`config.mk`:
```
export PLATFORM = sky130hd
export DESIGN_NAME = tdc_top
export DESIGN_NICKNAME = d
export VERILOG_FILES = /design/src/rtl/tdc_pkg.sv /design/src/rtl/tdc_top.sv
export SDC_FILE = /design/constraint.sdc
export NUM_CORES = 1
export LEC_CHECK = 0
export BUFFER_PORTS_ARGS = -buffer_cell sky130_fd_sc_hd__buf_2
export CAP_MARGIN = 20
export CORE_MARGIN = 1
export CORE_UTILIZATION = 52
export CTS_CLUSTER_DIAMETER = 60
export CTS_CLUSTER_SIZE = 16
export DETAILED_ROUTE_END_ITERATION = 12
export PLACE_DENSITY = 0.84
export SLEW_MARGIN = 20
export SYNTH_ARGS = -nofsm -noshare
export SYNTH_HDL_FRONTEND = slang
export SYNTH_SLANG_ARGS = --single-unit
```
`constraint.sdc`:
```
create_clock -name CLK_SYS -period 2.7 [get_ports CLK_SYS]
set_input_delay 0.135 -clock CLK_SYS [delete_from_list [all_inputs] [get_ports CLK_SYS]]
set_output_delay 0.135 -clock CLK_SYS [all_outputs]
set_load 0.02 [all_outputs]
```
`src/rtl/tdc_pkg.sv`:
```
// package: register map, field layout and decoded config of the tdr setup block
package tdc_pkg;

  // ****************************************
  // register map
  // ****************************************
  localparam logic [15:0] TDC_OFS_CONTROL = 16'h0170;
  localparam logic [15:0] TDC_OFS_RSVD_A = 16'h0171;
  localparam logic [15:0] TDC_OFS_RSVD_B = 16'h0172;
  localparam logic [15:0] TDC_OFS_TIMING = 16'h0173;

  // ****************************************
  // control register fields
  // ****************************************
  localparam int TDC_CROSS_DIS_BIT = 14;
  localparam int TDC_CHAN_SEL_BIT = 13;
  localparam int TDC_DC_HOLD_BIT = 12;
  localparam int TDC_AVG_LSB = 8;
  localparam int TDC_SEG_LSB = 4;
  localparam logic [15:0] TDC_CONTROL_WMASK = 16'h7770;
  localparam logic [15:0] TDC_CONTROL_RESET = 16'h0410;

  // ****************************************
  // timing register fields
  // ****************************************
  localparam int TDC_DUR_LSB = 8;
  localparam int TDC_SKIP_LSB = 0;
  localparam logic [15:0] TDC_TIMING_RESET = 16'h1304;

  // ****************************************
  // code ranges
  // ****************************************
  localparam logic [2:0] TDC_AVG_RSVD = 3'h7;
  localparam logic [2:0] TDC_SEG_FIRST = 3'h1;
  localparam logic [2:0] TDC_SEG_LAST = 3'h5;
  localparam logic [6:0] TDC_AVG_ONE = 7'h01;

  // decoded settings handed to the tdr engine
  typedef struct packed {
    logic tx_chan_b;
    logic rx_chan_b;
    logic hold_dc_removal_state;
    logic [2:0] avg_code;
    logic [6:0] avg_cycles;
    logic avg_valid;
    logic [2:0] seg_code;
    logic seg_valid;
    logic [7:0] seg_duration;
    logic [7:0] initial_skip;
  } tdc_cfg_t;

endpackage

```
`src/rtl/tdc_top.sv`:
```
// tdr cable diagnostic setup registers and decoded engine configuration
`timescale 1ns/10ps
`default_nettype none

module tdc_top #(
  parameter int ADDR_W = 16
) (
  input wire logic CLK_SYS,
  input wire logic ARST_N,
  input wire logic [ADDR_W-1:0] REG_ADDR,
  input wire logic REG_WR,
  input wire logic [15:0] REG_WDATA,
  input wire logic REG_RD,
  output logic [15:0] REG_RDATA,
  output logic REG_RVALID,
  input wire logic TDR_START,
  output logic DC_REM_INIT,
  output tdc_pkg::tdc_cfg_t CFG
);
  import tdc_pkg::*;

  generate
    if (ADDR_W < 9) begin : g_bad_addr_w
      $error("ADDR_W too small for the register map");
    end
  endgenerate

  // ****************************************
  // register file
  // ****************************************
  logic [15:0] ctrl_q;
  logic [15:0] ctrl_d;
  logic [15:0] timing_q;
  logic [15:0] timing_d;
  logic [15:0] rdata_q;
  logic [15:0] rdata_d;
  logic rvalid_q;
  logic [15:0] addr16;

  assign addr16 = 16'(REG_ADDR);

  always_comb begin
    ctrl_d = ctrl_q;
    timing_d = timing_q;
    rdata_d = rdata_q;
    if (REG_WR && addr16 == TDC_OFS_CONTROL) begin
      ctrl_d = REG_WDATA & TDC_CONTROL_WMASK;
    end
    if (REG_WR && addr16 == TDC_OFS_TIMING) begin
      timing_d = REG_WDATA;
    end
    if (REG_RD) begin
      case (addr16)
        TDC_OFS_CONTROL: rdata_d = ctrl_q;
        TDC_OFS_TIMING: rdata_d = timing_q;
        default: rdata_d = 16'h0000;
      endcase
    end
  end

  always_ff @(posedge CLK_SYS or negedge ARST_N) begin
    if (!ARST_N) begin
      ctrl_q <= TDC_CONTROL_RESET;
      timing_q <= TDC_TIMING_RESET;
      rdata_q <= 16'h0000;
      rvalid_q <= 1'b0;
    end else begin
      ctrl_q <= ctrl_d;
      timing_q <= timing_d;
      rdata_q <= rdata_d;
      rvalid_q <= REG_RD;
    end
  end

  assign REG_RDATA = rdata_q;
  assign REG_RVALID = rvalid_q;

  // ****************************************
  // decoded configuration
  // ****************************************
  tdc_cfg_t cfg_q;
  tdc_cfg_t cfg_d;
  logic dc_init_q;
  logic dc_init_d;

  always_comb begin
    cfg_d.tx_chan_b = ctrl_d[TDC_CHAN_SEL_BIT];
    // listen on the partner channel unless cross listening is disabled
    cfg_d.rx_chan_b = ctrl_d[TDC_CROSS_DIS_BIT] ? ctrl_d[TDC_CHAN_SEL_BIT]
                      : ~ctrl_d[TDC_CHAN_SEL_BIT];
    cfg_d.hold_dc_removal_state = ctrl_d[TDC_DC_HOLD_BIT];
    cfg_d.avg_code = ctrl_d[TDC_AVG_LSB +: 3];
    cfg_d.avg_valid = (cfg_d.avg_code != TDC_AVG_RSVD);
    cfg_d.avg_cycles = cfg_d.avg_valid
                       ? 7'(TDC_AVG_ONE << cfg_d.avg_code) : 7'h00;
    cfg_d.seg_code = ctrl_d[TDC_SEG_LSB +: 3];
    cfg_d.seg_valid = (cfg_d.seg_code >= TDC_SEG_FIRST)
                      && (cfg_d.seg_code <= TDC_SEG_LAST);
    cfg_d.seg_duration = timing_d[TDC_DUR_LSB +: 8];
    cfg_d.initial_skip = timing_d[TDC_SKIP_LSB +: 8];
    // dc removal restarts with each run unless software holds it
    dc_init_d = TDR_START && !ctrl_q[TDC_DC_HOLD_BIT];
  end

  always_ff @(posedge CLK_SYS or negedge ARST_N) begin
    if (!ARST_N) begin
      cfg_q <= '0;
      cfg_q.rx_chan_b <= 1'b1;
      cfg_q.avg_code <= TDC_CONTROL_RESET[TDC_AVG_LSB +: 3];
      cfg_q.avg_cycles <=
        7'(TDC_AVG_ONE << TDC_CONTROL_RESET[TDC_AVG_LSB +: 3]);
      cfg_q.avg_valid <= 1'b1;
      cfg_q.seg_code <= TDC_CONTROL_RESET[TDC_SEG_LSB +: 3];
      cfg_q.seg_valid <= 1'b1;
      cfg_q.seg_duration <= TDC_TIMING_RESET[TDC_DUR_LSB +: 8];
      cfg_q.initial_skip <= TDC_TIMING_RESET[TDC_SKIP_LSB +: 8];
      dc_init_q <= 1'b0;
    end else begin
      cfg_q <= cfg_d;
      dc_init_q <= dc_init_d;
    end
  end

  assign CFG = cfg_q;
  assign DC_REM_INIT = dc_init_q;

  // ****************************************
  // checks
  // ****************************************
  logic out_of_reset_q;

  always_ff @(posedge CLK_SYS or negedge ARST_N) begin
    if (!ARST_N) begin
      out_of_reset_q <= 1'b0;
    end else begin
      out_of_reset_q <= 1'b1;
    end
  end

  a_rx_chan_pick: assert property (
    @(posedge CLK_SYS) disable iff (!ARST_N)
    out_of_reset_q |-> CFG.rx_chan_b == (ctrl_q[14] ? ctrl_q[13] : ~ctrl_q[13]))
    else $error("listen channel does not follow cross control");

  a_tx_chan_write: assert property (
    @(posedge CLK_SYS) disable iff (!ARST_N)
    (REG_WR && addr16 == TDC_OFS_CONTROL)
    |=> CFG.tx_chan_b == $past(REG_WDATA[13]))
    else $error("transmit channel not taken from write");

  a_dc_hold_run: assert property (
    @(posedge CLK_SYS) disable iff (!ARST_N)
    TDR_START |=> DC_REM_INIT == !$past(ctrl_q[12]))
    else $error("dc removal init wrong for hold setting");

  a_avg_count: assert property (
    @(posedge CLK_SYS) disable iff (!ARST_N)
    CFG.avg_valid |-> CFG.avg_cycles == 7'(7'h01 << CFG.avg_code)
    and CFG.avg_valid == (CFG.avg_code != 3'h7))
    else $error("average count mismatch");

  a_seg_range: assert property (
    @(posedge CLK_SYS) disable iff (!ARST_N)
    CFG.seg_valid == (CFG.seg_code inside {3'h1, 3'h2, 3'h3, 3'h4, 3'h5})
    and CFG.seg_code == ctrl_q[6:4])
    else $error("segment decode mismatch");

  a_duration_write: assert property (
    @(posedge CLK_SYS) disable iff (!ARST_N)
    (REG_WR && addr16 == TDC_OFS_TIMING)
    |=> CFG.seg_duration == $past(REG_WDATA[15:8]))
    else $error("duration not taken from write");

  a_skip_write: assert property (
    @(posedge CLK_SYS) disable iff (!ARST_N)
    (REG_WR && addr16 == TDC_OFS_TIMING) ##1 !REG_WR [*2]
    |-> CFG.initial_skip == $past(REG_WDATA[7:0], 2))
    else $error("initial skip not held from write");

  a_reset_value: assert property (
    @(posedge CLK_SYS) disable iff (!ARST_N)
    !out_of_reset_q |-> ctrl_q == 16'h0410 && CFG.avg_cycles == 7'h10)
    else $error("control reset value wrong");

  a_reserved_zero: assert property (
    @(posedge CLK_SYS) disable iff (!ARST_N)
    REG_RD |=> REG_RVALID && (($past(addr16) == 16'h0170)
    ? ((REG_RDATA & 16'h888F) == 16'h0000)
    : (($past(addr16) == 16'h0173) || (REG_RDATA == 16'h0000))))
    else $error("reserved bits read non zero");

  a_avg_reserved: assert property (
    @(posedge CLK_SYS) disable iff (!ARST_N)
    CFG.avg_code == 3'h7 |-> !CFG.avg_valid && CFG.avg_cycles == 7'h00)
    else $error("reserved average code not flagged");

  a_dc_init_quiet: assert property (
    @(posedge CLK_SYS) disable iff (!ARST_N)
    !TDR_START |=> !DC_REM_INIT)
    else $error("dc removal init without run start");

  a_rsvd_write_ignored: assert property (
    @(posedge CLK_SYS) disable iff (!ARST_N)
    (REG_WR && (addr16 == 16'h0171 || addr16 == 16'h0172))
    |=> $stable(ctrl_q) && $stable(timing_q))
    else $error("reserved register write changed settings");

  a_read_answer: assert property (
    @(posedge CLK_SYS) disable iff (!ARST_N)
    REG_RVALID == $past(REG_RD))
    else $error("read answer not one cycle after read");

  a_timing_reset: assert property (
    @(posedge CLK_SYS) disable iff (!ARST_N)
    !out_of_reset_q |-> timing_q == 16'h1304)
    else $error("timing reset value wrong");

endmodule

`default_nettype wire

```
---- Word level (Yosys, flattened, before mapping) ----
Cells that the tools add are included.
cells by class
  $lt $le $gt $ge ......................... 2
  reduce and logical (&&, ||, !) cells .... 5
  multiply operators ...................... 0
  bitwise operators ....................... 1
  add/subtract/negate cells ............... 0
  divide/modulo/power cells ............... 0
  mux-type cells .......................... 5
  equal/unequal tests ..................... 3
  shifts and indexed selects .............. 1
operators by type and width
  operator                                                           count
  equality test 16 x 9 -> 1 bit, second input constant               2
  case mux 16 bit (2 select lines)                                   1
  two-way mux 16 bit                                                 1
  two-way mux 15 bit                                                 1
  two-way mux 7 bit                                                  1
  left shift 1 x 3 -> 7 bit, first input constant                    1
  logical AND 1 bit                                                  4
  greater-or-equal comparator 3 x 1 -> 1 bit, second input constant  1
  less-or-equal comparator 3 bit, second input constant              1
  inequality test 3 bit, second input constant                       1
  zero test 1 bit                                                    1
  two-way mux 1 bit                                                  1
  inverter 1 bit                                                     1
storage, ports and cells
  memories ................................ 0
  logic and storage cells ................. 32
  output and inout port bits .............. 52
  input bits .............................. 37
  bits in latches ......................... 0
  register bits ........................... 77
  memory bits (writable) .................. 0
  memory bits (read-only) ................. 0

---- Logic depth before layout (Yosys ltp) ----
Gate-level depths: netlist of run 1.
  depth after elaboration ................. 5
  mapped depth ............................ 5

---- Least setup slack after synthesis of run 1 ----
No wires, ideal clock.
  path kind ............................... in2reg
  start point ............................. in REG_ADDR[13]
  end point ............................... reg cfg_q, in the netlist CFG[18]
  cell stages on the path ................. 5
  buffers on the path ..................... 1
  arrival ................................. 1.618 ns
  setup slack ............................. 0.957 ns
  data required time ...................... 2.575 ns
  cells stage by stage .................... or4_1 -> and4b_2 -> nand3_4 -> buf_6 -> mux2_4
RTL lines
  what                  line            text
  from (decl)           tdc_top.sv:10   input wire logic [ADDR_W-1:0] REG_ADDR,
  to (signal assigned)  tdc_top.sv:119  cfg_q <= cfg_d;
  to (decl)             tdc_top.sv:81   tdc_cfg_t cfg_q;

==> impl_metrics.toml, run 1 <==
[status]
run_status = "complete, no violations"

[clock_tree]
inserted_clock_buffers = 5
worst_skew_pair.late_latency_ps = 300
cts.sink_count = 53
clock-root-buffer = "clkbuf_8"
cts_post_setup_buffers_inserted = 0
h-tree-depth = 2
cts.clk_slew.worst_paths_ps = 90
buffer_depth_of_the_longest_clock_path = 2
tritoncts_clock_tree = "done"

[synth]
syn-num-nets = 231
synth_top_family_by_area = "multiplexers"
synth_edf_count = 0
synth_largest_area_cell = "dfrtp_1"
synth.yosys.seq_area_share = 0.563
yosysTopAreaCellShare = 0.453
synth_adder_area_share = 0
yosys_register_bits = 53
synthSimpleGateAreaFrac = 0.108
avg_synthesized_cell_area_sq_um = 12.3
yosys.area_share.xor_xnor = 0.00737
synth_area_leaders = "dfrtp_1 (45%), mux2_2 (12%), dfstp_2 (11%)"
yosysMostFrequentCell = "dfrtp_1"
synth_ff_type = "dfrtp_1"
synth_common_cells = "dfrtp_1 (43), mux2_2 (25), inv_1 (16), o22ai_1 (16)"
syn_inst = 194
synth-compound-area-share = 0.0747
yosys_warnings = 0
async_reset_ff_frac = 1.00
synthesis.area_sq_um = 2380
post_synth_mux_area_share = 0.169
ys_types = 29

[pwr]
cellPowerDensity_nw_per_um2 = 492
static-leakage-power_nw = 1.51
power.ir.vdd_worst_mv = 0.381

[timing]
finalMaxSlewViolations = 0
grt_setup_unrepaired = "no"
worst_slew_pin_slew_ps = 717
timing.final.hold_violations = 0
finalCritPeriodShare = 0.603
final.hold.worst_slack_ps = 52.1
timing.clock.skew_ps = 4.21
slew_headroom = 0.522
max_clock_freq_mhz = 615
finalSetupViolCount = 0
crit_path_setup_slack_layout_ps = 1070
finalWorstPathRequiredPeriod_ps = 1630
timing.setup.tns_ps = 0

[floorplanning]
floorplan.initialDensity = 0.542
die_width_um = 69.6
core.rowCount = 24
floorplan.die_area_sq_um = 4850
design.core.area_sq_um = 4380
die_y_um = 69.6
pin_count = 89

[grt]
gr-usage-all-layers = 0.219
grt_start_max_net_pins = 30
first_global_vias = 1619
first_pass_grt_wire_length_mm = 8.05
grt_remaining_overflow = 0
initial_antenna_violation_count = 0

[setup_path]
setup.worst_path.class = "input port to register"
r2r_setup_slack_ps = 1610
cp-end-kind = "register"
critPathArrivalTime_ps = 1820
required_ps = 2890
critPathMaxFanout = 19
cp-start-kind = "input port"

[final_layout]
fin_nets = 307
antenna-diode-count = 0
area_delta_synth_final_pct = 21.7
proportion_of_layout_cells_with_a_drive_suffix_above_1 = 0.517
multiInputGateArea_sq_um = 855
seq_area_sq_um = 1340
fillers = 382

[placement]
placement.setup.worst_slack_ps = 751
gp_congestion = 0.767
dp_hpwl_mm = 3.44
io_buffers = 88

[route]
drt-wirelength-per-cell_um = 15.4
drtAntennaViolNets = 0
via_count_of_the_routed_design = 1720
detail_route.wirelength_mm = 4.98
drt_iter0_markers = 73
drt-pass1-iter-count = 4
drc = 0
drt-vias-per-instance = 5.33

[run]
cap_violations = 0

[hold_path]
path_class_of_the_lowest_slack_min_delay_path = "input port to register"
[power breakdown]
group	leakage, nW	switching (W)	total, W	internal (W)
Sequential	0.695	0.000000459	0.000796	0.000796
Combinational	0.761	0.0000490	0.0000782	0.0000292
Clock	0.0585	0.000246	0.000548	0.000302
[layer usage]
layer	routed length, um	vias to the layer above	global-route usage
met5	0	-	0
met1	2140	823	0.283
li1	-	822	-
met4	118	0	0.102
met2	2450	66	0.348
met3	272	9	0.0538
[path summary, 6_finish.rpt]
path | startpoint | end | cells past startpoint
max | REG_ADDR[13] | ctrl_q[6] | 5
min | TDR_START | DC_REM_INIT | 2
max reg2reg | ctrl_q[10] | CFG[21] | 2
min reg2reg | CFG[2] | REG_RDATA[2] | 2
max in group asynchronous | ARST_N | CFG[20] | 3
min in group asynchronous | ARST_N | CFG[27] | 2
[area by class of cell]
class | count | area share
Clock buffer | 7 | 0.0298
Multi-Input combinational cell | 104 | 0.295
Clock inverter | 1 | 0.0104
Tap cell | 52 | 0.0225
Sequential cell | 53 | 0.463
Inverter | 16 | 0.0208
Timing Repair Buffer | 90 | 0.158
[timing repair]
item                                   CTS  global route
hold buffers                             1             0
resized for setup                        0             0
endpoints found under the hold margin   22             0
[cells in the final DEF (no fill, tap or decap)]
master         Yosys  layout
a22oi_1            9       9
nand2_1           10      10
or4_1              1       1
nor2_1             4       4
nor4bb_1           2       2
clkbuf_8           0       6
xor2_1             2       2
buf_4              8       1
and2_1             1       1
mux2i_1            6       6
clkbuf_1           8       1
nor2_2             1       1
nand3b_1           7       7
dfstp_2           10      10
bufinv_16          0       1
or3b_2             1       1
mux2_2            25      25
nor3b_1            2       2
o22ai_1           16      16
nor2b_1            1       1
nand3_1            2       2
and3_1             1       1
a21oi_1            2       2
mux2_4             4       4
buf_2              0      88
and4b_2            1       1
nand3_4            2       2
inv_1             16      16
nor3_1             4       4
dlygate4sd3_1      0       1
dfrtp_1           43      43
[sequential cells by signal, summed over array words and instances (netlist names)]
register     count
CFG             29
REG_RDATA       16
ctrl_q           5
DC_REM_INIT      1
REG_RVALID       1
timing_q         1
[critical path, cell delays in order]
cell and delay, ps:
buf_2 100, or4_1 530, and4b_2 370, nand3_4 290
mux2_4 400
[stage by stage]
| step | cell area (sq um) | cells | total power, W | utilization |
|---|---|---|---|---|
| final | 2890 | 323 | 0.00142 | 0.660 |
| after global placement | 2770 | 314 | 0.000888 | 0.631 |
| after CTS | 2890 | 323 | 0.00144 | 0.660 |
| after detailed placement | 2770 | 314 | 0.000890 | 0.631 |
| after floorplan | 2380 | 194 | 0.000838 | - |
| after global routing | 2890 | 323 | 0.00148 | 0.660 |
[cells by family after synthesis]
group / Yosys count
flops: 53
buf+inv: 37
xor+xnor: 2
mux: 35
simple gates: 40
compound gates: 27
Power figures use the tool's default switching activity.
==> run 2, diff against run 1 <==
--- a/config.mk
+++ b/config.mk
@@ -8,11 +8,11 @@
 export BUFFER_PORTS_ARGS = -buffer_cell sky130_fd_sc_hd__buf_2
 export CAP_MARGIN = 20
 export CORE_MARGIN = 1
-export CORE_UTILIZATION = 52
+export CORE_UTILIZATION = 49
 export CTS_CLUSTER_DIAMETER = 60
 export CTS_CLUSTER_SIZE = 16
 export DETAILED_ROUTE_END_ITERATION = 12
-export PLACE_DENSITY = 0.84
+export PLACE_DENSITY = 0.8
 export SLEW_MARGIN = 20
 export SYNTH_ARGS = -nofsm -noshare
 export SYNTH_HDL_FRONTEND = slang
==> constraint.sdc (replaced) <==
create_clock -name CLK_SYS -period 1.5 [get_ports CLK_SYS]
set_input_delay 0.075 -clock CLK_SYS [delete_from_list [all_inputs] [get_ports CLK_SYS]]
set_output_delay 0.075 -clock CLK_SYS [all_outputs]
set_load 0.02 [all_outputs]
==> impl_metrics.toml, run 2 (synthesis results as in run 1) <==
[placement]
gp_congestion = 0.720
io_buffers = 88
placement.setup.worst_slack_ps = -303
dp.cells = 319
dp_hpwl_mm = 3.56

[setup_path]
cp-start-kind = "input port"
cpLargestDelayFamily = "simple AND/OR/NAND/NOR gates"
crit_path_max_incr_delay_ps = 520
required_ps = 1690
critical_path.n_buffers_inverters = 1
ff2ff_path_depth = 2
critPathArrivalTime_ps = 1670
critPathSlowestCell = "or4_4"
cp-end-kind = "register"
r2r_setup_slack_ps = 400
reg2reg_from = "ctrl_q[10]"
critical_path.reg2reg.endpoint = "CFG[23]"
critical_path.cell_chain = "buf_2, or4_4, and4b_2, nand3_4, mux2_2"
critPathMaxFanout = 16
setup.worst_path.class = "input port to register"

[grt]
grt_remaining_overflow = 0
grt.busiest_layer = "met2"
met1_use_gr = 0.279
gr-usage-all-layers = 0.204
met3_track_usage_gr = 0.0478
first_global_vias = 1620
first_pass_grt_wire_length_mm = 7.88
initial_antenna_violation_count = 0
grt_start_max_net_pins = 34
global_route.usage.met2 = 0.329

[clock_tree]
cts.sink_count = 53
buffer_depth_of_the_longest_clock_path = 2
cts.clk_slew.worst_paths_ps = 90
h-tree-depth = 2
clock-root-buffer = "clkbuf_8"
tritoncts_clock_tree = "done"
cts_post_setup_buffers_inserted = 0
worst_skew_pair.late_latency_ps = 300
inserted_clock_buffers = 5

[run]
cap_violations = 0

[final_layout]
antenna-diode-count = 0
layout.cells.most_common = "buf_2"
seq_area_sq_um = 1340
final_cells = 335
fin_nets = 319
largest_register_ffs = 29
area_delta_synth_final_pct = 25.6
proportion_of_layout_cells_with_a_drive_suffix_above_1 = 0.516
final_util = 0.663
multiInputGateArea_sq_um = 858
layout.cells.most_common_list = "buf_2 (88), dfrtp_1 (43), mux2_2 (25)"
fillers = 359

[floorplanning]
pin_count = 89
floorplan.initialDensity = 0.528
floorplan.die_area_sq_um = 5130
design.core.area_sq_um = 4500
die_y_um = 71.7
core.rowCount = 24
die_width_um = 71.7

[hold_path]
hold_start = "REG_WDATA[2]"
min_delay_path_depth = 2
path_class_of_the_lowest_slack_min_delay_path = "input port to register"
holdPathEnd = "CFG[2]"

[timing]
finalWorstPathRequiredPeriod_ps = 1480
timing.clock.skew_ps = 1.84
slew_headroom = 0.651
crit_path_setup_slack_layout_ps = 24.2
grt_setup_unrepaired = "no"
finalMaxSlewViolations = 0
finalSetupViolCount = 0
finalCritPeriodShare = 0.984
max_clock_freq_mhz = 678
timing.setup.tns_ps = 0
worst_slew_pin_slew_ps = 523
timing.final.hold_violations = 0

[pwr]
power.ir.vdd_worst_mv = 0.480
cellPowerDensity_nw_per_um2 = 792
static-leakage-power_nw = 1.56

[route]
drtAntennaViolNets = 0
drc = 0
drt-wirelength-per-cell_um = 15.4
detail_route.wirelength_mm = 5.17
drt-pass1-iter-count = 4
via_count_of_the_routed_design = 1758
drt_iter0_markers = 70
drt-vias-per-instance = 5.25

[status]
run_status = "complete, no violations"
[run 2: cell types whose count changed in the layout (fill, tap and decap cells not counted)]
cell / delta
or4_4: +1
clkinv_2: +2
buf_6: +1
dlygate4sd3_1: +7
bufinv_16: -1
or4_1: -1
buf_12: +1
clkbuf_8: -1
buf_4: +3
[run 2: area by class of cell]
type                            count  share of cell area
Clock buffer                        6              0.0243
Clock inverter                      2             0.00335
Inverter                           16              0.0201
Multi-Input combinational cell    104               0.287
Sequential cell                    53               0.448
Tap cell                           52              0.0218
Timing Repair Buffer              102               0.195
[run 2: how the worst max path moves through the flow]
stage | cells after the start | from | slack (ps) | end
after floorplan | 5 | REG_ADDR[13] | -180 | CFG[18]
after global placement | 6 | REG_ADDR[13] | -270 | CFG[24]
after detailed placement | 5 | REG_ADDR[13] | -300 | CFG[1]
after CTS | 5 | REG_ADDR[13] | 10 | CFG[1]
after global routing | 5 | REG_ADDR[13] | 6 | CFG[28]
final | 5 | REG_ADDR[13] | 20 | CFG[15]
[run 2: routing by layer]
layer,wire length (um),vias up
li1,-,843
met2,2440,77
met4,57,0
met1,2350,833
met5,0,-
met3,331,5
[run 2: report_power, final]
| part | switching, W | total, W | internal, W | leakage, nW |
|---|---|---|---|---|
| Sequential | 0.000000783 | 0.00143 | 0.00143 | 0.695 |
| Clock | 0.000443 | 0.000768 | 0.000324 | 0.0450 |
| Combinational | 0.0000938 | 0.000166 | 0.0000720 | 0.821 |
[run 2: worst register-to-register path: cells and delay by family (launching register included)]
family        cells  cell delay, ps
mux               1             270
simple gates      1              80
flops             1             650
[run 2: what timing repair did]
item	in CTS	in global routing
endpoints found under the setup margin	0	23
endpoints found under the hold margin	23	2
hold buffers	6	2
gates resized for setup	0	2
[run 2: stage by stage]
stage | power (W) | hold WS [ps] | area, sq um
floorplan | 0.00151 | -221 | 2380
global placement | 0.00161 | 69.3 | 2820
detailed placement | 0.00161 | 70.0 | 2820
CTS | 0.00239 | 3.32 | 2960
global route | 0.00247 | 6.48 | 2990
finish | 0.00237 | 4.60 | 2990
